==> config.mk <==
export PLATFORM = sky130hd
export DESIGN_NAME = mac_filter_flow
export DESIGN_NICKNAME = d
export VERILOG_FILES = /design/src/logic/mac_filter_pkg.sv /design/src/logic/dest_addr_match.sv /design/src/logic/pause_hold_timer.sv /design/src/logic/mac_filter_flow.sv
export SDC_FILE = /design/constraint.sdc
export NUM_CORES = 1
export LEC_CHECK = 0
export BUFFER_PORTS_ARGS = -buffer_cell sky130_fd_sc_hd__buf_4
export CAP_MARGIN = 20
export CORE_AREA = 2 2 211 421
export CTS_BUF_LIST = sky130_fd_sc_hd__clkbuf_4
export CTS_CLUSTER_DIAMETER = 120
export DETAILED_ROUTE_END_ITERATION = 6
export DIE_AREA = 0 0 213 423
export HOLD_SLACK_MARGIN = 0.05
export PLACE_DENSITY = 0.58
export SLEW_MARGIN = 40
export SYNTH_ARGS = -nofsm -noshare
export SYNTH_HDL_FRONTEND = slang
export SYNTH_SLANG_ARGS = --single-unit
export TNS_END_PERCENT = 10
==> constraint.sdc <==
create_clock -name sys_clk -period 37.3 [get_ports sys_clk]
set_clock_uncertainty 0.1 [all_clocks]
set_input_delay 1.865 -clock sys_clk [delete_from_list [all_inputs] [get_ports sys_clk]]
set_output_delay 1.865 -clock sys_clk [all_outputs]
set_load 0.02 [all_outputs]
==> src/logic/mac_filter_pkg.sv <==
package mac_filter_pkg;
    localparam int ADDR_W = 48;
    localparam int DA_BYTES = 6;
    localparam int MCAST_NUM = 4;
    localparam int STRAP_CFG_W = 65;
    localparam int STRAP_PROMISC_BIT = 64;
    localparam int PROMISC_BIT = 31;
    localparam logic [47:0] BROADCAST_ADDR = 48'hFFFF_FFFF_FFFF;
    localparam logic [47:0] PAUSE_MCAST_ADDR = 48'h0100_00C2_8001;
    localparam logic [47:0] MCAST_RESET = 48'h0000_0000_0000;
    localparam logic [15:0] CTRL_TYPE = 16'h8808;
    localparam logic [15:0] PAUSE_OPCODE = 16'h0001;
    localparam logic [10:0] CTRL_FRAME_BYTES = 11'h040;
    localparam logic [5:0] PAUSE_FRAME_LAST = 6'h3B;
    localparam int RX_DELAY = 7;
    localparam logic [10:0] DECIDE_BYTE = 11'h006;
    localparam logic [10:0] TYPE_HI = 11'h00C;
    localparam logic [10:0] OPCODE_HI = 11'h00E;
    localparam logic [10:0] QUANTA_HI = 11'h010;
    localparam logic [3:0] SEL_UNICAST = 4'h0;
    localparam logic [3:0] SEL_MCAST0 = 4'h1;
    localparam logic [3:0] SEL_PAUSE_SRC = 4'h5;
    localparam logic [3:0] SEL_MODE = 4'h6;
    localparam logic [1:0] SPEED_10 = 2'h0;
    localparam logic [1:0] SPEED_100 = 2'h1;
    localparam int CLK_PERIOD_NS = 20;
    localparam int BITS_PER_QUANTUM = 512;
    localparam int QUANTUM_NS_1G = BITS_PER_QUANTUM * 1;
    localparam int QUANTUM_NS_100M = BITS_PER_QUANTUM * 10;
    localparam int QUANTUM_NS_10M = BITS_PER_QUANTUM * 100;
    localparam int Q_CYC_1G = (QUANTUM_NS_1G + CLK_PERIOD_NS - 1) / CLK_PERIOD_NS;
    localparam int Q_CYC_100M = (QUANTUM_NS_100M + CLK_PERIOD_NS - 1) / CLK_PERIOD_NS;
    localparam int Q_CYC_10M = (QUANTUM_NS_10M + CLK_PERIOD_NS - 1) / CLK_PERIOD_NS;
    typedef enum logic [1:0] {TX_IDLE, TX_CLIENT, TX_PAUSE} tx_state_type;
endpackage : mac_filter_pkg

==> src/logic/dest_addr_match.sv <==
`timescale 1ns/1ps
module dest_addr_match (
    input wire logic [47:0] da_in,
    input wire logic [47:0] unicast_in,
    input wire logic [47:0] mcast_in [mac_filter_pkg::MCAST_NUM],
    input wire logic [47:0] pause_src_in,
    output logic accept_out,
    output logic pause_da_out
);
    logic [mac_filter_pkg::MCAST_NUM-1:0] mc_hit;

    genvar i;
    generate
        for (i = 0; i < mac_filter_pkg::MCAST_NUM; i++) begin : g_mc
            // An unprogrammed all-zero entry never matches
            assign mc_hit[i] = (mcast_in[i] != mac_filter_pkg::MCAST_RESET)
                && (da_in == mcast_in[i]);
        end
    endgenerate

    // Broadcast and pause addresses are fixed; unicast and multicast programmable
    assign accept_out = (da_in == unicast_in) || (|mc_hit)
        || (da_in == mac_filter_pkg::BROADCAST_ADDR)
        || (da_in == mac_filter_pkg::PAUSE_MCAST_ADDR);
    assign pause_da_out = (da_in == mac_filter_pkg::PAUSE_MCAST_ADDR)
        || (da_in == pause_src_in);
endmodule : dest_addr_match

==> src/logic/pause_hold_timer.sv <==
`timescale 1ns/1ps
module pause_hold_timer (
    input wire logic sys_clk,
    input wire logic rst_n,
    input wire logic load_in,
    input wire logic [15:0] quanta_in,
    input wire logic [1:0] speed_in,
    output logic paused_out
);
    logic [15:0] left_ff;
    logic [12:0] tick_ff;
    logic [12:0] per_q;

    always_comb begin
        case (speed_in)
            mac_filter_pkg::SPEED_10: per_q = 13'(mac_filter_pkg::Q_CYC_10M);
            mac_filter_pkg::SPEED_100: per_q = 13'(mac_filter_pkg::Q_CYC_100M);
            default: per_q = 13'(mac_filter_pkg::Q_CYC_1G);
        endcase
    end

    // One quantum is 512 bit times at the current rate; zero cancels at once
    always_ff @(posedge sys_clk or negedge rst_n) begin
        if (!rst_n) begin
            left_ff <= 16'h0000;
            tick_ff <= 13'h0000;
        end else if (load_in) begin
            left_ff <= quanta_in;
            tick_ff <= 13'h0000;
        end else if (left_ff != 16'h0000) begin
            if (tick_ff >= per_q - 13'h0001) begin
                tick_ff <= 13'h0000;
                left_ff <= left_ff - 16'h0001;
            end else begin
                tick_ff <= tick_ff + 13'h0001;
            end
        end
    end

    assign paused_out = (left_ff != 16'h0000);
endmodule : pause_hold_timer

==> src/logic/mac_filter_flow.sv <==
`timescale 1ns/1ps
// Notes on behaviour
// - Filtering on: forward a frame only if its destination address is acceptable.
// - Filtering off: forward every received frame.
// - Broadcast and pause addresses fixed; unicast and multicast programmable.
// - Software switches filtering off by setting promiscuous bit 31 in the mode register.
// - Filter on: valid/reject codes none, rejected, passed; never both high.
// - Filter off: valid alone matches, both high is non-match; reject alone never.
// - Reject flag marks any non-matching frame in either mode.
// - Station address strap presets unicast address.
// - Config strap presets pause source address and promiscuous bit 31.
// - Straps never preset the four multicast entries.
// - Host writes can replace every filter register value.
// - Transmit and receive pause handling enabled separately.
// - Pause frame waits for current frame, goes before waiting frames.
// - Pause frame is sent even while transmitter is paused.
// - Pause frame carries pause address and captured quanta.
// - Compare destination with control multicast and station source address.
// - Opcode compared only when type equals control type.
// - Failed checks or receive pause disabled: frame delivered normally.
// - Valid 64-byte pause with receive pause enabled holds off transmitter.
// - Acted-upon pause frame delivered with bad flag set.
// - Hardwired pause multicast address is 01-80-C2-00-00-01.
// - Control-type frame not 64 bytes is flagged bad and ignored.
module mac_filter_flow (
    input wire logic sys_clk,
    input wire logic rstn,
    input wire logic [47:0] strap_station_address,
    input wire logic [64:0] strap_config_vector,
    input wire logic host_wr_in,
    input wire logic [3:0] host_sel_in,
    input wire logic [47:0] host_wdata_in,
    input wire logic tx_fc_enable_in,
    input wire logic rx_fc_enable_in,
    input wire logic [1:0] line_speed_in,
    input wire logic [7:0] rx_data_in,
    input wire logic rx_dv_in,
    input wire logic rx_err_in,
    input wire logic pause_request_in,
    input wire logic [15:0] pause_quanta_in,
    input wire logic [7:0] tx_data_in,
    input wire logic tx_valid_in,
    output logic [7:0] rx_data_out,
    output logic rx_data_valid_out,
    output logic rx_frame_reject_flag,
    output logic rx_frame_bad_flag,
    output logic promisc_out,
    output logic tx_ready_out,
    output logic [7:0] tx_data_out,
    output logic tx_en_out,
    output logic tx_paused_out,
    output logic pause_pending_out
);
    localparam int DLY = mac_filter_pkg::RX_DELAY;

    logic [1:0] rst_sync_ff;
    logic rst_n;
    logic init_done_ff;
    logic [47:0] unicast_ff;
    logic [47:0] mcast_ff [mac_filter_pkg::MCAST_NUM];
    logic [47:0] pause_src_ff;
    logic promisc_ff;
    logic [10:0] rx_cnt_ff;
    logic rx_dv_d_ff;
    logic [47:0] da_ff;
    logic [15:0] type_ff;
    logic [15:0] op_ff;
    logic [15:0] rq_ff;
    logic rx_err_ff;
    logic match_ff;
    logic promisc_frame_ff;
    logic bad_ff;
    logic [8:0] dly_ff [DLY];
    logic dly_last_ff;
    logic accept;
    logic pause_da;
    logic rx_end;
    logic ctrl_len_bad;
    logic pause_act;
    logic timer_paused;
    logic dly_dv;
    mac_filter_pkg::tx_state_type state_ff;
    mac_filter_pkg::tx_state_type nxt_state;
    logic pend_ff;
    logic [15:0] pend_q_ff;
    logic [5:0] pcnt_ff;
    logic pause_last;
    logic nxt_pend;

    always_ff @(posedge sys_clk or negedge rstn) begin
        if (!rstn) begin
            rst_sync_ff <= 2'h0;
        end else begin
            rst_sync_ff <= {rst_sync_ff[0], 1'b1};
        end
    end
    assign rst_n = rst_sync_ff[1];

    // Straps are caught on the first cycle after release, then host writes win
    always_ff @(posedge sys_clk or negedge rst_n) begin
        if (!rst_n) begin
            init_done_ff <= 1'b0;
            unicast_ff <= 48'h0000_0000_0000;
            pause_src_ff <= 48'h0000_0000_0000;
            promisc_ff <= 1'b0;
            for (int i = 0; i < mac_filter_pkg::MCAST_NUM; i++) begin
                mcast_ff[i] <= mac_filter_pkg::MCAST_RESET;
            end
        end else if (!init_done_ff) begin
            init_done_ff <= 1'b1;
            unicast_ff <= strap_station_address;
            pause_src_ff <= strap_config_vector[47:0];
            promisc_ff <= strap_config_vector[mac_filter_pkg::STRAP_PROMISC_BIT];
        end else if (host_wr_in) begin
            case (host_sel_in)
                mac_filter_pkg::SEL_UNICAST: unicast_ff <= host_wdata_in;
                mac_filter_pkg::SEL_PAUSE_SRC: pause_src_ff <= host_wdata_in;
                mac_filter_pkg::SEL_MODE: promisc_ff <= host_wdata_in[mac_filter_pkg::PROMISC_BIT];
                default: begin
                    for (int i = 0; i < mac_filter_pkg::MCAST_NUM; i++) begin
                        if (host_sel_in == mac_filter_pkg::SEL_MCAST0 + 4'(i)) begin
                            mcast_ff[i] <= host_wdata_in;
                        end
                    end
                end
            endcase
        end
    end

    dest_addr_match u_match (
        .da_in(da_ff),
        .unicast_in(unicast_ff),
        .mcast_in(mcast_ff),
        .pause_src_in(pause_src_ff),
        .accept_out(accept),
        .pause_da_out(pause_da)
    );

    // Field capture; destination address is assembled first byte lowest
    always_ff @(posedge sys_clk or negedge rst_n) begin
        if (!rst_n) begin
            rx_cnt_ff <= 11'h000;
            rx_dv_d_ff <= 1'b0;
            da_ff <= 48'h0000_0000_0000;
            type_ff <= 16'h0000;
            op_ff <= 16'h0000;
            rq_ff <= 16'h0000;
            rx_err_ff <= 1'b0;
        end else begin
            rx_dv_d_ff <= rx_dv_in;
            if (rx_dv_in) begin
                if (rx_cnt_ff != 11'h7FF) begin
                    rx_cnt_ff <= rx_cnt_ff + 11'h001;
                end
                if (rx_cnt_ff < 11'(mac_filter_pkg::DA_BYTES)) begin
                    da_ff <= {rx_data_in, da_ff[47:8]};
                end
                if (rx_cnt_ff == mac_filter_pkg::TYPE_HI) type_ff[15:8] <= rx_data_in;
                if (rx_cnt_ff == mac_filter_pkg::TYPE_HI + 11'h001) type_ff[7:0] <= rx_data_in;
                if (rx_cnt_ff == mac_filter_pkg::OPCODE_HI) op_ff[15:8] <= rx_data_in;
                if (rx_cnt_ff == mac_filter_pkg::OPCODE_HI + 11'h001) op_ff[7:0] <= rx_data_in;
                if (rx_cnt_ff == mac_filter_pkg::QUANTA_HI) rq_ff[15:8] <= rx_data_in;
                if (rx_cnt_ff == mac_filter_pkg::QUANTA_HI + 11'h001) rq_ff[7:0] <= rx_data_in;
                rx_err_ff <= rx_err_ff | rx_err_in;
            end else begin
                rx_cnt_ff <= 11'h000;
                rx_err_ff <= 1'b0;
            end
        end
    end

    assign rx_end = rx_dv_d_ff && !rx_dv_in;
    assign ctrl_len_bad = (type_ff == mac_filter_pkg::CTRL_TYPE)
        && (rx_cnt_ff != mac_filter_pkg::CTRL_FRAME_BYTES);
    // Opcode only counts behind a control type; failures leave the frame alone
    assign pause_act = rx_end && !rx_err_ff && rx_fc_enable_in && pause_da
        && (type_ff == mac_filter_pkg::CTRL_TYPE)
        && (op_ff == mac_filter_pkg::PAUSE_OPCODE)
        && (rx_cnt_ff == mac_filter_pkg::CTRL_FRAME_BYTES);

    // Decision is latched once the address is in; the delay line hides the wait
    always_ff @(posedge sys_clk or negedge rst_n) begin
        if (!rst_n) begin
            match_ff <= 1'b0;
            promisc_frame_ff <= 1'b0;
            bad_ff <= 1'b0;
        end else begin
            if (rx_dv_in && rx_cnt_ff == mac_filter_pkg::DECIDE_BYTE) begin
                match_ff <= accept;
                promisc_frame_ff <= promisc_ff;
            end
            if (rx_end) begin
                bad_ff <= rx_err_ff || pause_act || ctrl_len_bad
                    || (rx_cnt_ff < mac_filter_pkg::CTRL_FRAME_BYTES);
            end
        end
    end

    always_ff @(posedge sys_clk or negedge rst_n) begin
        if (!rst_n) begin
            for (int i = 0; i < DLY; i++) begin
                dly_ff[i] <= 9'h000;
            end
            dly_last_ff <= 1'b0;
        end else begin
            dly_ff[0] <= {rx_dv_in, rx_data_in};
            for (int i = 1; i < DLY; i++) begin
                dly_ff[i] <= dly_ff[i-1];
            end
            dly_last_ff <= dly_ff[DLY-1][8];
        end
    end
    assign dly_dv = dly_ff[DLY-1][8];

    always_ff @(posedge sys_clk or negedge rst_n) begin
        if (!rst_n) begin
            rx_data_out <= 8'h00;
            rx_data_valid_out <= 1'b0;
            rx_frame_reject_flag <= 1'b0;
            rx_frame_bad_flag <= 1'b0;
            promisc_out <= 1'b0;
        end else begin
            rx_data_out <= dly_ff[DLY-1][7:0];
            rx_data_valid_out <= dly_dv && (match_ff || promisc_frame_ff);
            rx_frame_reject_flag <= dly_dv && !match_ff;
            rx_frame_bad_flag <= dly_last_ff && !dly_dv && bad_ff;
            promisc_out <= promisc_ff;
        end
    end

    pause_hold_timer u_timer (
        .sys_clk(sys_clk),
        .rst_n(rst_n),
        .load_in(pause_act),
        .quanta_in(rq_ff),
        .speed_in(line_speed_in),
        .paused_out(timer_paused)
    );

    // One pending request at a time; the quanta stays frozen until sent
    assign pause_last = (state_ff == mac_filter_pkg::TX_PAUSE)
        && (pcnt_ff == mac_filter_pkg::PAUSE_FRAME_LAST);
    assign nxt_pend = (pend_ff && !pause_last)
        || (!pend_ff && pause_request_in && tx_fc_enable_in);

    always_ff @(posedge sys_clk or negedge rst_n) begin
        if (!rst_n) begin
            pend_ff <= 1'b0;
            pend_q_ff <= 16'h0000;
        end else begin
            pend_ff <= nxt_pend;
            if (!pend_ff && pause_request_in && tx_fc_enable_in) begin
                pend_q_ff <= pause_quanta_in;
            end
        end
    end

    always_comb begin
        nxt_state = state_ff;
        case (state_ff)
            mac_filter_pkg::TX_IDLE: begin
                if (pend_ff) begin
                    nxt_state = mac_filter_pkg::TX_PAUSE;
                end else if (tx_valid_in && tx_ready_out) begin
                    nxt_state = mac_filter_pkg::TX_CLIENT;
                end
            end
            mac_filter_pkg::TX_CLIENT: begin
                if (!tx_valid_in) begin
                    nxt_state = pend_ff ? mac_filter_pkg::TX_PAUSE : mac_filter_pkg::TX_IDLE;
                end
            end
            mac_filter_pkg::TX_PAUSE: begin
                if (pause_last) begin
                    nxt_state = mac_filter_pkg::TX_IDLE;
                end
            end
            default: nxt_state = mac_filter_pkg::TX_IDLE;
        endcase
    end

    function automatic logic [7:0] pause_byte(input logic [5:0] idx, input logic [47:0] sa,
                                              input logic [15:0] q);
        logic [7:0] b;
        b = 8'h00;
        if (idx < 6'h06) begin
            b = mac_filter_pkg::PAUSE_MCAST_ADDR[idx[2:0]*8 +: 8];
        end else if (idx < 6'h0C) begin
            b = sa[3'(idx - 6'h06)*8 +: 8];
        end else begin
            case (idx)
                6'h0C: b = mac_filter_pkg::CTRL_TYPE[15:8];
                6'h0D: b = mac_filter_pkg::CTRL_TYPE[7:0];
                6'h0E: b = mac_filter_pkg::PAUSE_OPCODE[15:8];
                6'h0F: b = mac_filter_pkg::PAUSE_OPCODE[7:0];
                6'h10: b = q[15:8];
                6'h11: b = q[7:0];
                default: b = 8'h00;
            endcase
        end
        return b;
    endfunction : pause_byte

    always_ff @(posedge sys_clk or negedge rst_n) begin
        if (!rst_n) begin
            state_ff <= mac_filter_pkg::TX_IDLE;
            pcnt_ff <= 6'h00;
            tx_ready_out <= 1'b0;
            tx_data_out <= 8'h00;
            tx_en_out <= 1'b0;
            tx_paused_out <= 1'b0;
            pause_pending_out <= 1'b0;
        end else begin
            state_ff <= nxt_state;
            pcnt_ff <= (state_ff == mac_filter_pkg::TX_PAUSE && !pause_last) ?
                pcnt_ff + 6'h01 : 6'h00;
            // Held-off transmitter refuses new client frames via ready
            tx_ready_out <= (nxt_state == mac_filter_pkg::TX_CLIENT)
                || (nxt_state == mac_filter_pkg::TX_IDLE && !nxt_pend && !timer_paused);
            tx_paused_out <= timer_paused;
            pause_pending_out <= nxt_pend;
            if (state_ff == mac_filter_pkg::TX_PAUSE) begin
                tx_en_out <= 1'b1;
                tx_data_out <= pause_byte(pcnt_ff, pause_src_ff, pend_q_ff);
            end else begin
                tx_en_out <= (nxt_state == mac_filter_pkg::TX_CLIENT);
                tx_data_out <= tx_data_in;
            end
        end
    end
endmodule : mac_filter_flow

Word-level counts from Yosys, hierarchy flattened --
Index checks and enable logic that the tools add are counted.
Storage, ports and cells: bits in registers 545, input port bits 208, output and inout port bits 24, logic and storage cells 203
Cells by class: add/sub/neg operators 6, order comparisons 5, eq/ne operators 41, shift operators 2, mux-type cells 31, bitwise logic cells 2, reduce and logical (&&, ||, !) cells 71
Operators with widths (count):
- $eq 48x48->1 | 6
- $mux 48 | 6
- $reduce_bool 48->1 | 4
- $eq 48x41->1 const B | 1
- $eq 48x48->1 const B | 1
- $mux 16 | 3
- $shiftx 48x7->8 | 1
- $shiftx 48x7->8 const A | 1
- $eq 11x4->1 const B | 4
- $pmux 8 s5 | 1
- $mux 13 | 3
- $logic_and 1x1->1 | 25
- $mux 8 | 3
- $pmux 12 s2 | 1
- $eq 11x5->1 const B | 2
- $mux 11 | 2
- $reduce_and 2->1 | 11
- $eq 6x4->1 const B | 3
- $eq 16x1->1 const B | 1
- $eq 16x16->1 const B | 1
- $reduce_and 4->1 | 4
- $reduce_bool 16->1 | 1
- $sub 16x1->16 const B | 1
- $add 13x1->13 const B | 1
- other kinds (35) | 71

Logic depth before layout (Yosys ltp) --
Gate-level depths: netlist of the first run.
word-level depth 11, depth in mapped cells 11

Hierarchy --
Synthesis of the first run repeated with hierarchy kept, for this count alone.
Second synthesis, totals: cell total of the unflattened synthesis 2147, area total of the unflattened synthesis 25998.7 um^2
Modules (own cells, without submodules):
- mac_filter_flow | times used 1, cells an instance 1411, area each 20075.5 um^2, sequential area each 12887.4 um^2
- dest_addr_match | times used 1, cells an instance 531, area each 4050.1 um^2, sequential area each 0.0 um^2
- pause_hold_timer | times used 1, cells an instance 205, area each 1873.0 um^2, sequential area each 725.7 um^2

Worst setup path after synthesis of the first run --
Ideal clock, no wire load.
path type input -> register, start in line_speed_in[0], end reg u_timer.left_ff[6], setup time 77 ps, arrival 3742 ps, path slack 33380 ps, stages on the path 10, buffers on the path 1, path through or2_2 > ha_1 > nand4_1 > nor2_1 > a211oi_1 > o21ai_1 > clkbuf_1 > nand3_1 > xor2_1 > a21oi_1
On the way: longest elaborated chain between the ends 6, elaborated cells on any way between the ends 7, classes of those cells 1 x add/sub; 1 x order compare; 1 x eq/ne; 1 x mux; 3 x reduce/logical
RTL lines:
- start: declaration | RTL line mac_filter_flow.sv:35 | input wire logic [1:0] line_speed_in,
- $eq 2x1->1 / $logic_not 2->1 (equally long branches) | RTL line pause_hold_timer.sv:15 | case (speed_in)
- $pmux 12 s2 (*) | RTL line pause_hold_timer.sv:15
- $sub 12x1->13 (*) | RTL line pause_hold_timer.sv:31 | if (tick_ff >= per_q - 13'h0001) begin
- $ge 13x13->1 (*) | RTL line pause_hold_timer.sv:31
- $reduce_bool 2->1 (no line) (*)
- $reduce_and 2->1 (no line) (*)
- end signal: assignment | RTL line pause_hold_timer.sv:28 | left_ff <= quanta_in;
- end signal: assignment | RTL line pause_hold_timer.sv:33 | left_ff <= left_ff - 16'h0001;
- end: declaration | RTL line pause_hold_timer.sv:10 | logic [15:0] left_ff;
Mark *: on every way between the ends. The rest lies on a longest branch, timed or not. A chain may end at the register's enable or synchronous reset.

Worst setup path after layout of the first run --
start reg da_ff[39], end reg u_timer.left_ff[13]
On the way: longest elaborated chain between the ends 8, elaborated cells on any way between the ends 11, classes of those cells 2 x eq/ne; 1 x mux; 8 x reduce/logical
RTL lines:
- start: declaration | RTL line mac_filter_flow.sv:65 | logic [47:0] da_ff;
- start signal: assignment | RTL line mac_filter_flow.sv:156 | da_ff <= {rx_data_in, da_ff[47:8]};
- $eq 48x41->1 / $eq 48x48->1 (equally long branches) | RTL line dest_addr_match.sv:25, dest_addr_match.sv:26
- $logic_or 1x1->1 (*) | RTL line dest_addr_match.sv:26 | || (da_in == pause_src_in);
- $logic_and 1x1->1 (*) | RTL line mac_filter_flow.sv:176 | assign pause_act = rx_end && !rx_err_ff && rx_fc_enable_in && pause_da
- $logic_and 1x1->1 (*) | RTL line mac_filter_flow.sv:177 | && (type_ff == mac_filter_pkg::CTRL_TYPE)
- $logic_and 1x1->1 (*) | RTL line mac_filter_flow.sv:178 | && (op_ff == mac_filter_pkg::PAUSE_OPCODE)
- $logic_and 1x1->1 (*) | RTL line mac_filter_flow.sv:179 | && (rx_cnt_ff == mac_filter_pkg::CTRL_FRAME_BYTES);
- $reduce_bool 2->1 (no line)
- $reduce_and 2->1 (no line)
Marked as above.

==> results of run 1 <==
[per-stage QoR]
step	instances	setup WS, ns	utilization (%)
6_report	3662	33.60	35.1
3_5_place_dp	3425	32.85	33.0
3_3_place_gp	3423	32.49	32.9
4_1_cts	3658	33.62	35.1
5_1_grt	3662	33.58	35.1
2_1_floorplan	2142	20.91	-
[worst max-delay path: cells and delay by family, from the launching register on]
kind,cells,cell delay (ns)
buf+inv,1,0.32
mux,1,0.32
compound gates,1,0.41
simple gates,3,1.36
xor+xnor,1,0.20
flops,1,0.83
[registers in the layout (all words and copies together) (netlist names), 2 cells and up]
| signal | cells |
|---|---|
| da_ff | 48 |
| dly_ff | 62 |
| mcast_ff | 192 |
| op_ff | 16 |
| pause_src_ff | 48 |
| pcnt_ff | 6 |
| pend_q_ff | 16 |
| rq_ff | 16 |
| rst_sync_ff | 2 |
| rx_cnt_ff | 11 |
| rx_data_out | 8 |
| state_ff | 2 |
| tx_data_out | 8 |
| type_ff | 16 |
| u_timer.left_ff | 16 |
| u_timer.tick_ff | 13 |
| unicast_ff | 48 |
[metal layers]
| metal | up-vias | global-route usage [%] | wire length (microns) |
|---|---|---|---|
| met5 | - | 0 | 12 |
| met4 | 2 | 22.5 | 11400 |
| met3 | 282 | 5.59 | 5530 |
| met2 | 708 | 41.0 | 53500 |
| met1 | 9572 | 22.6 | 34500 |
| li1 | 8207 | - | - |
[cell families (layout without fill, tap and decap cells)]
| kind of cell | Yosys count | in the layout | synth area share, % |
|---|---|---|---|
| fa+ha+maj | 22 | 22 | 1.07 |
| simple gates | 492 | 492 | 9.90 |
| xor+xnor | 322 | 322 | 10.9 |
| other cells | 1 | 8 | 0.0145 |
| buf+inv | 143 | 498 | 2.94 |
| compound gates | 192 | 192 | 4.19 |
| flops | 544 | 544 | 52.7 |
| mux | 422 | 422 | 18.3 |
[cells in the final DEF (no fill, tap or decap), types with 6 or more instances in the layout]
cell type	instances
a21oi_1	132
a22oi_1	15
and3_1	7
buf_4	239
clkbuf_4	193
clkinv_1	19
clkinv_2	8
dfrtp_1	541
ha_1	22
inv_1	17
mux2_2	313
mux2i_1	99
mux4_2	8
nand2_1	51
nand3_1	18
nand4_1	71
nor2_1	166
nor3_1	11
nor4_1	114
nor4_2	12
nor4b_1	6
o21ai_0	17
xnor2_1	103
xor2_1	214
[path summary, 6_finish.rpt]
kind	slack, ns	to
worst min-delay path	0.20	dly_ff[35]
worst min register to register	0.20	dly_ff[35]
worst max register to register	33.60	u_timer.left_ff[13]
worst max-delay path	33.60	u_timer.left_ff[13]
max in group asynchronous	35.03	dly_ff[5]
min in group sys_clk	0.21	dly_ff[6]
[power groups by stage]
| stage | Combinational [W] | Clock (W) | Sequential, W |
|---|---|---|---|
| floorplan | 0.000309 | 0 | 0.000749 |
| global placement | 0.000441 | 0 | 0.000847 |
| detailed placement | 0.000448 | 0 | 0.000850 |
| CTS | 0.000450 | 0.000553 | 0.000838 |
| global route | 0.000477 | 0.000581 | 0.000848 |
| finish | 0.000458 | 0.000532 | 0.000841 |
[layout make-up]
cell class,instances,area (sq um)
clock buffer,193,1450
antenna,3,7.51
tap,1162,1450
fill,8588,56200
sequential,544,13600
inverter,17,63.8
clock inverter,40,305
timing repair buffer,248,1960
multi-input combinational,1455,11600
==> results by group, run 1 <==
Critical path
  – FF-to-FF path depth: 7
  – CP Data Required Time: roughly 38 ns
  – Worst flop-to-flop path startpoint: da_ff[39]
  – Worst Setup End Kind: flip-flop
  – Max Fanout on Critical Path: 30
  – Slowest cell on crit path: dfrtp_1
  – Crit. Startpoint: da_ff[39]
  – CP Cell Sequence: xnor2_1, nand4_1, nor4_1, a31oi_1, or4_1, buf_4, mux2_4
  – Critical path class: flip-flop to flip-flop
  – Data arrival, critical path: about 4.5 ns
  – Crit path largest cell delay: 0.83 ns
  – CP Launch Type: flip-flop

Placement
  – Detailed Place HPWL: a little under 80000 microns
  – Final GP Congestion: a little under 1
  – Port bufs: approximately 220
  – Placed Area: 28600 sq um

Cells and area
  – Area added between synthesis and finish: 17.9%
  – Share of layout cells above drive strength 1: 32.8%
  – Post-route cell area: ~30000 sq um
  – Nets@finish: roughly 2600

STA
  – Final period utilization: just under 10%
  – Worst-margin pin slew: roughly 0.93 ns
  – Highest clock rate: ~0.27 GHz
  – Slew headroom: a little under two fifths
  – Final hold vios: 0
  – Final TNS setup: 0 ns
  – Pins Over Slew Limit: 0
  – Worst hold margin: about 0.20 ns
  – Endpoints failing setup: 0
  – Min Tclk post-route: ~3.7 ns
  – Unrepaired setup endpoints after global routing: no

Clock network
  – Clock sink total: 544
  – Worst-case clock buffer depth: 3
  – H-tree levels: 4
  – Setup Fix Bufs, Post-CTS: 0
  – TritonCTS Buffers: 138
  – PostCTS Resize Cnt: 0
  – Hold-fix buffers, CTS: 0
  – Clock input transition at the sequential cells of the worst setup and hold paths: approximately 0.07 ns
  – Clock Tree Root: clkbuf_4
  – Worst-Skew Late Latency: 1.05 ns
  – CTS tree: done

Global routing
  – Initial antenna violation count: 6
  – Pin count of the biggest net entering global routing: between 100 and 150
  – First-pass GRT wire length: ~150000 microns
  – Number of global-route vias before repair: between 20000 and 25000
  – Total grt overflow: 0
  – Total track usage: 23.7%

Yosys
  – Largest cells by area after synthesis: dfrtp_1, mux2_2, xor2_1
  – Synth warnings: 0
  – Count of cell types in the netlist: 56
  – Yosys top cell by area: dfrtp_1
  – EDFF count, synth: 0
  – Synth top area share: a little over half
  – Synth top cells by count: dfrtp_1, mux2_2, xor2_1
  – Most frequent cell after synthesis: dfrtp_1
  – #FFs+latches synth: 544
  – Register area share after synthesis: about 53%
  – Mapped Area: ~26000 sq um
  – Synthesized netlist cell count: about 2100
  – Synth Flop Type: dfrtp_1
  – Syn Area/Cell: between 10 and 15 sq um
  – FFs w/ async S/R, synth: between 90% and 100%

Detailed routing
  – Post-route antenna net violation count: 0
  – Vias per cell: slightly above 5
  – Routed wire length: around 100000 microns
  – DRT Pass-1 Iters: 5
  – Wire per inst: around 29 microns
  – DRC viols: 0
  – Vias: 18771
  – DR iter-0 viols: 998

Status
  – Status: complete, no violations

Flow run
  – Max Cap Viol: 0

Min path
  – Hold WC Path Type: flip-flop to asynchronous set/reset pin

Power and ir drop
  – Flop pwr share: a little under half
  – Static Leak: around 13 nW
  – Clock share of power: around 29%
  – Total Power: between 0.0015 and 0.002 W
  – Peak VDD IR: between 0.02 and 0.03 mV
  – Cell-internal power: between 0.001 and 0.0015 W
  – Pwr per Cell Area: 60.1 nW/um^2
  – Sw frac: 37.8%
  – Sw Pwr: roughly 0.00069 W
  – Combinational Power Share: between 20% and 30%

Die
  – Die H: about 420 microns
  – Die area: ~90000 sq um
  – Io pins: approximately 230
  – Cell Rows: 153
  – Die Width: 213 microns
  – Initial core utilization: around 30%
  – Core area: 86700 sq um
Power figures use the tool's default switching activity.
==> run 2: changes to the inputs <==
--- a/config.mk
+++ b/config.mk
@@ -13,7 +13,7 @@
 export DETAILED_ROUTE_END_ITERATION = 6
 export DIE_AREA = 0 0 213 423
 export HOLD_SLACK_MARGIN = 0.05
-export PLACE_DENSITY = 0.58
+export PLACE_DENSITY = 0.59
 export SLEW_MARGIN = 40
 export SYNTH_ARGS = -nofsm -noshare
 export SYNTH_HDL_FRONTEND = slang
==> constraint.sdc (replaced) <==
create_clock -name sys_clk -period 3.13 [get_ports sys_clk]
set_clock_uncertainty 0.1 [all_clocks]
set_input_delay 0.1565 -clock sys_clk [delete_from_list [all_inputs] [get_ports sys_clk]]
set_output_delay 0.1565 -clock sys_clk [all_outputs]
set_load 0.02 [all_outputs]
==> run 2 against run 1 <==
  * Largest power group unchanged
  * Clock-buffer cell count down 4
  * Non-clock buffer count is 663 higher
  * Critical path depth increased by 3
  * Worst setup slack lost 34 ns
  * Total power increased to 13 times the previous value
  * Highest routed layer unchanged
  * Maximum frequency is 21% higher
  * Sequential cell count is the same
==> results by group, run 2 (same netlist as run 1, synthesis figures left out) <==
Cells and area
  – Register area: 13600 sq um (unchanged)
  – Area added between synthesis and finish: 42.3%
  – Nets@finish: 3296 (+25%)
  – Most frequent cells in the layout: dfrtp_1, dlygate4sd3_1, buf_4
  – Share of layout cells above drive strength 1: 31.1% (-1.7 points)
  – Most common cell after layout, fill and taps aside: dfrtp_1
  – Reg with most FFs: mcast_ff
  – Biggest regs: mcast_ff: 192 flops, dly_ff: 62 flops
  – Final Non-Filler Cells: 4332 (+18%)
  – Largest register FFs: 192 (unchanged)
  – Multi-input logic area: 11600 sq um (-0.33%)
  – Post-layout util: 42.4% (+7.3 points)
  – Filler cell count: 8219 (-4.3%)

Clock network
  – Clock Tree Root: clkbuf_4
  – Clock input transition at the sequential cells of the worst setup and hold paths: 0.08 ns (about the same)
  – H-tree levels: 4 (unchanged)
  – CTS tree: done
  – Worst-Skew Late Latency: 1.09 ns (+0.04 ns)
  – Worst-case clock buffer depth: 3 (unchanged)
  – TritonCTS Buffers: 137 (-0.72%)
  – Clock sink total: 544 (unchanged)
  – Setup Fix Bufs, Post-CTS: 0 (unchanged)

Placement
  – DP Worst Slack: -0.0171 ns (-32.87 ns)
  – Final GP Congestion: 0.984 (about the same)
  – Port bufs: 215 (unchanged)
  – Detailed Place HPWL: 89300 microns (+13%)
  – Dpl cells: 3601 (+5.1%)

Critical path
  – Critical Path Most Common Cell: buf_4
  – Max Fanout on Critical Path: 7 (-77%)
  – CP Cell Sequence: buf_4, xor2_1, nor4_1, buf_4, nand4_1, o41ai_1, buf_4, nor4_1, buf_4, a21oi_1
  – Critical path class: flip-flop to flip-flop
  – Crit path max-delay family: buffers and inverters
  – CP Data Required Time: 4.01 ns (-34.08 ns)
  – Crit. path cell count: 10 (+3)
  – Buf+Inv Stages, Crit Path: 4 (+3)
  – Slowest cell on crit path: nor4_1
  – Data arrival, critical path: 3.93 ns (-0.56 ns)
  – CP Launch Type: flip-flop
  – Worst Setup End Kind: flip-flop
  – FF-to-FF path depth: 10 (+3)
  – Crit path largest cell delay: 0.59 ns (-0.24 ns)

Detailed routing
  – DRC viols: 0 (unchanged)
  – Vias per cell: 5.01 (-2.3%)
  – DR iter-0 viols: 1295 (+30%)
  – DRT Pass-1 Iters: 6 (+1)
  – Wire per inst: 28.5 microns (-0.65%)
  – Vias: 21692 (+16%)
  – Routed wire length: 123000 microns (+18%)
  – Post-route antenna net violation count: 0 (unchanged)

Power and ir drop
  – Cell-internal power: 0.0146 W (+1200%)
  – Combinational Power Share: 34.0% (+9.0 points)
  – Clock share of power: 26.4% (-2.7 points)
  – Sw frac: 38.4% (+0.64 points)
  – Total Power: 0.0237 W (+1200%)
  – Flop pwr share: 39.6% (-6.3 points)
  – Peak VDD IR: 0.375 mV (+1200%)
  – Static Leak: 16.2 nW (+22%)
  – Sw Pwr: 0.00908 W (+1200%)
  – Pwr per Cell Area: 643 nW/um^2 (+970%)

STA
  – Slew headroom: 38.0% (about the same)
  – Min Tclk post-route: 3.05 ns (-0.654 ns)
  – Final worst setup slack: 0.0839 ns (-33.52 ns)
  – Final hold vios: 0 (unchanged)
  – Pins Over Slew Limit: 0 (unchanged)
  – Endpoints failing setup: 0 (unchanged)
  – Highest clock rate: 0.328 GHz (+21%)
  – Final period utilization: 97.3% (+87 points)
  – Unrepaired setup endpoints after global routing: no
  – Worst-margin pin slew: 0.927 ns (-0.00366 ns)

Die
  – Initial core utilization: 29.8% (unchanged)
  – Cell Rows: 153 (unchanged)
  – Die Width: 213 microns (unchanged)
  – Die H: 423 microns (unchanged)
  – Core area: 86700 sq um (unchanged)
  – Io pins: 232 (unchanged)
  – Die area: 90100 sq um (unchanged)

Global routing
  – Total grt overflow: 0 (unchanged)
  – Initial antenna violation count: 8 (+2)
  – Number of global-route vias before repair: 24046 (+17%)
  – Total track usage: 27.9% (+4.2 points)
  – Pin count of the biggest net entering global routing: 125 (+23%)
  – First-pass GRT wire length: 174000 microns (+17%)

Flow run
  – Max Cap Viol: 0 (unchanged)

Status
  – Status: complete, no violations

Min path
  – Hold WC Path Type: flip-flop to asynchronous set/reset pin
[run 2: power by group through the flow]
| stage | combinational, W | clock, W | sequential [W] |
|---|---|---|---|
| after floorplan | 0.00368 | 0 | 0.00891 |
| after global placement | 0.00706 | 0 | 0.00942 |
| after detailed placement | 0.00710 | 0 | 0.00945 |
| after CTS | 0.00784 | 0.00642 | 0.00933 |
| after global routing | 0.00830 | 0.00677 | 0.00946 |
| final | 0.00805 | 0.00625 | 0.00936 |
[run 2: through the flow]
step / instance area, sq um / hold slack (ns) / setup TNS (ns)
floorplan: 25900 / -0.239 / -1224.96
global placement: 30100 / -0.160 / -0.0287
detailed placement: 30100 / -0.158 / -0.141
CTS: 36700 / 0.157 / 0
global route: 36800 / 0.159 / 0
finish: 36800 / 0.151 / 0
[run 2: what timing repair did]
item,in CTS,in global routing
gates resized for setup,1,3
endpoints found under the hold margin,417,0
hold buffers,488,0
setup endpoints to repair,6,4
[run 2: layer usage]
layer	vias up	wire length (microns)	track usage (%)
met5	-	15	0
li1	9521	-	-
met3	339	4930	4.92
met1	11052	42300	27.7
met2	778	62700	48.6
met4	2	13300	25.6
[run 2: area by class of cell]
type	instances	share of cell area (%)
Clock inverter	49	0.823
Sequential cell	544	37.0
Clock buffer	189	3.86
Tap cell	1162	3.95
Timing Repair Buffer	911	22.6
Inverter	17	0.174
Multi-Input combinational cell	1455	31.5
Antenna cell	5	0.0340
[run 2: final timing paths]
check | end | slack, ns | from
max in group asynchronous | da_ff[14] | 1.70 | rst_sync_ff[1]
setup reg to reg | match_ff | 0.08 | da_ff[41]
hold reg to reg | dly_ff[53] | 0.15 | rst_sync_ff[1]
setup / recovery | match_ff | 0.08 | da_ff[41]
min in group sys_clk | dly_ff[39] | 0.19 | dly_ff[48]
hold / removal | dly_ff[53] | 0.15 | rst_sync_ff[1]
[run 2: worst reg2reg max path, delay by kind of cell (launching register included)]
kind	cells	cell delay (ns)
XOR/XNOR	1	0.24
buffers and inverters	4	0.81
flip-flops	1	0.43
AO/OA/AOI/OAI	2	0.61
AND/OR/NAND/NOR	3	0.81
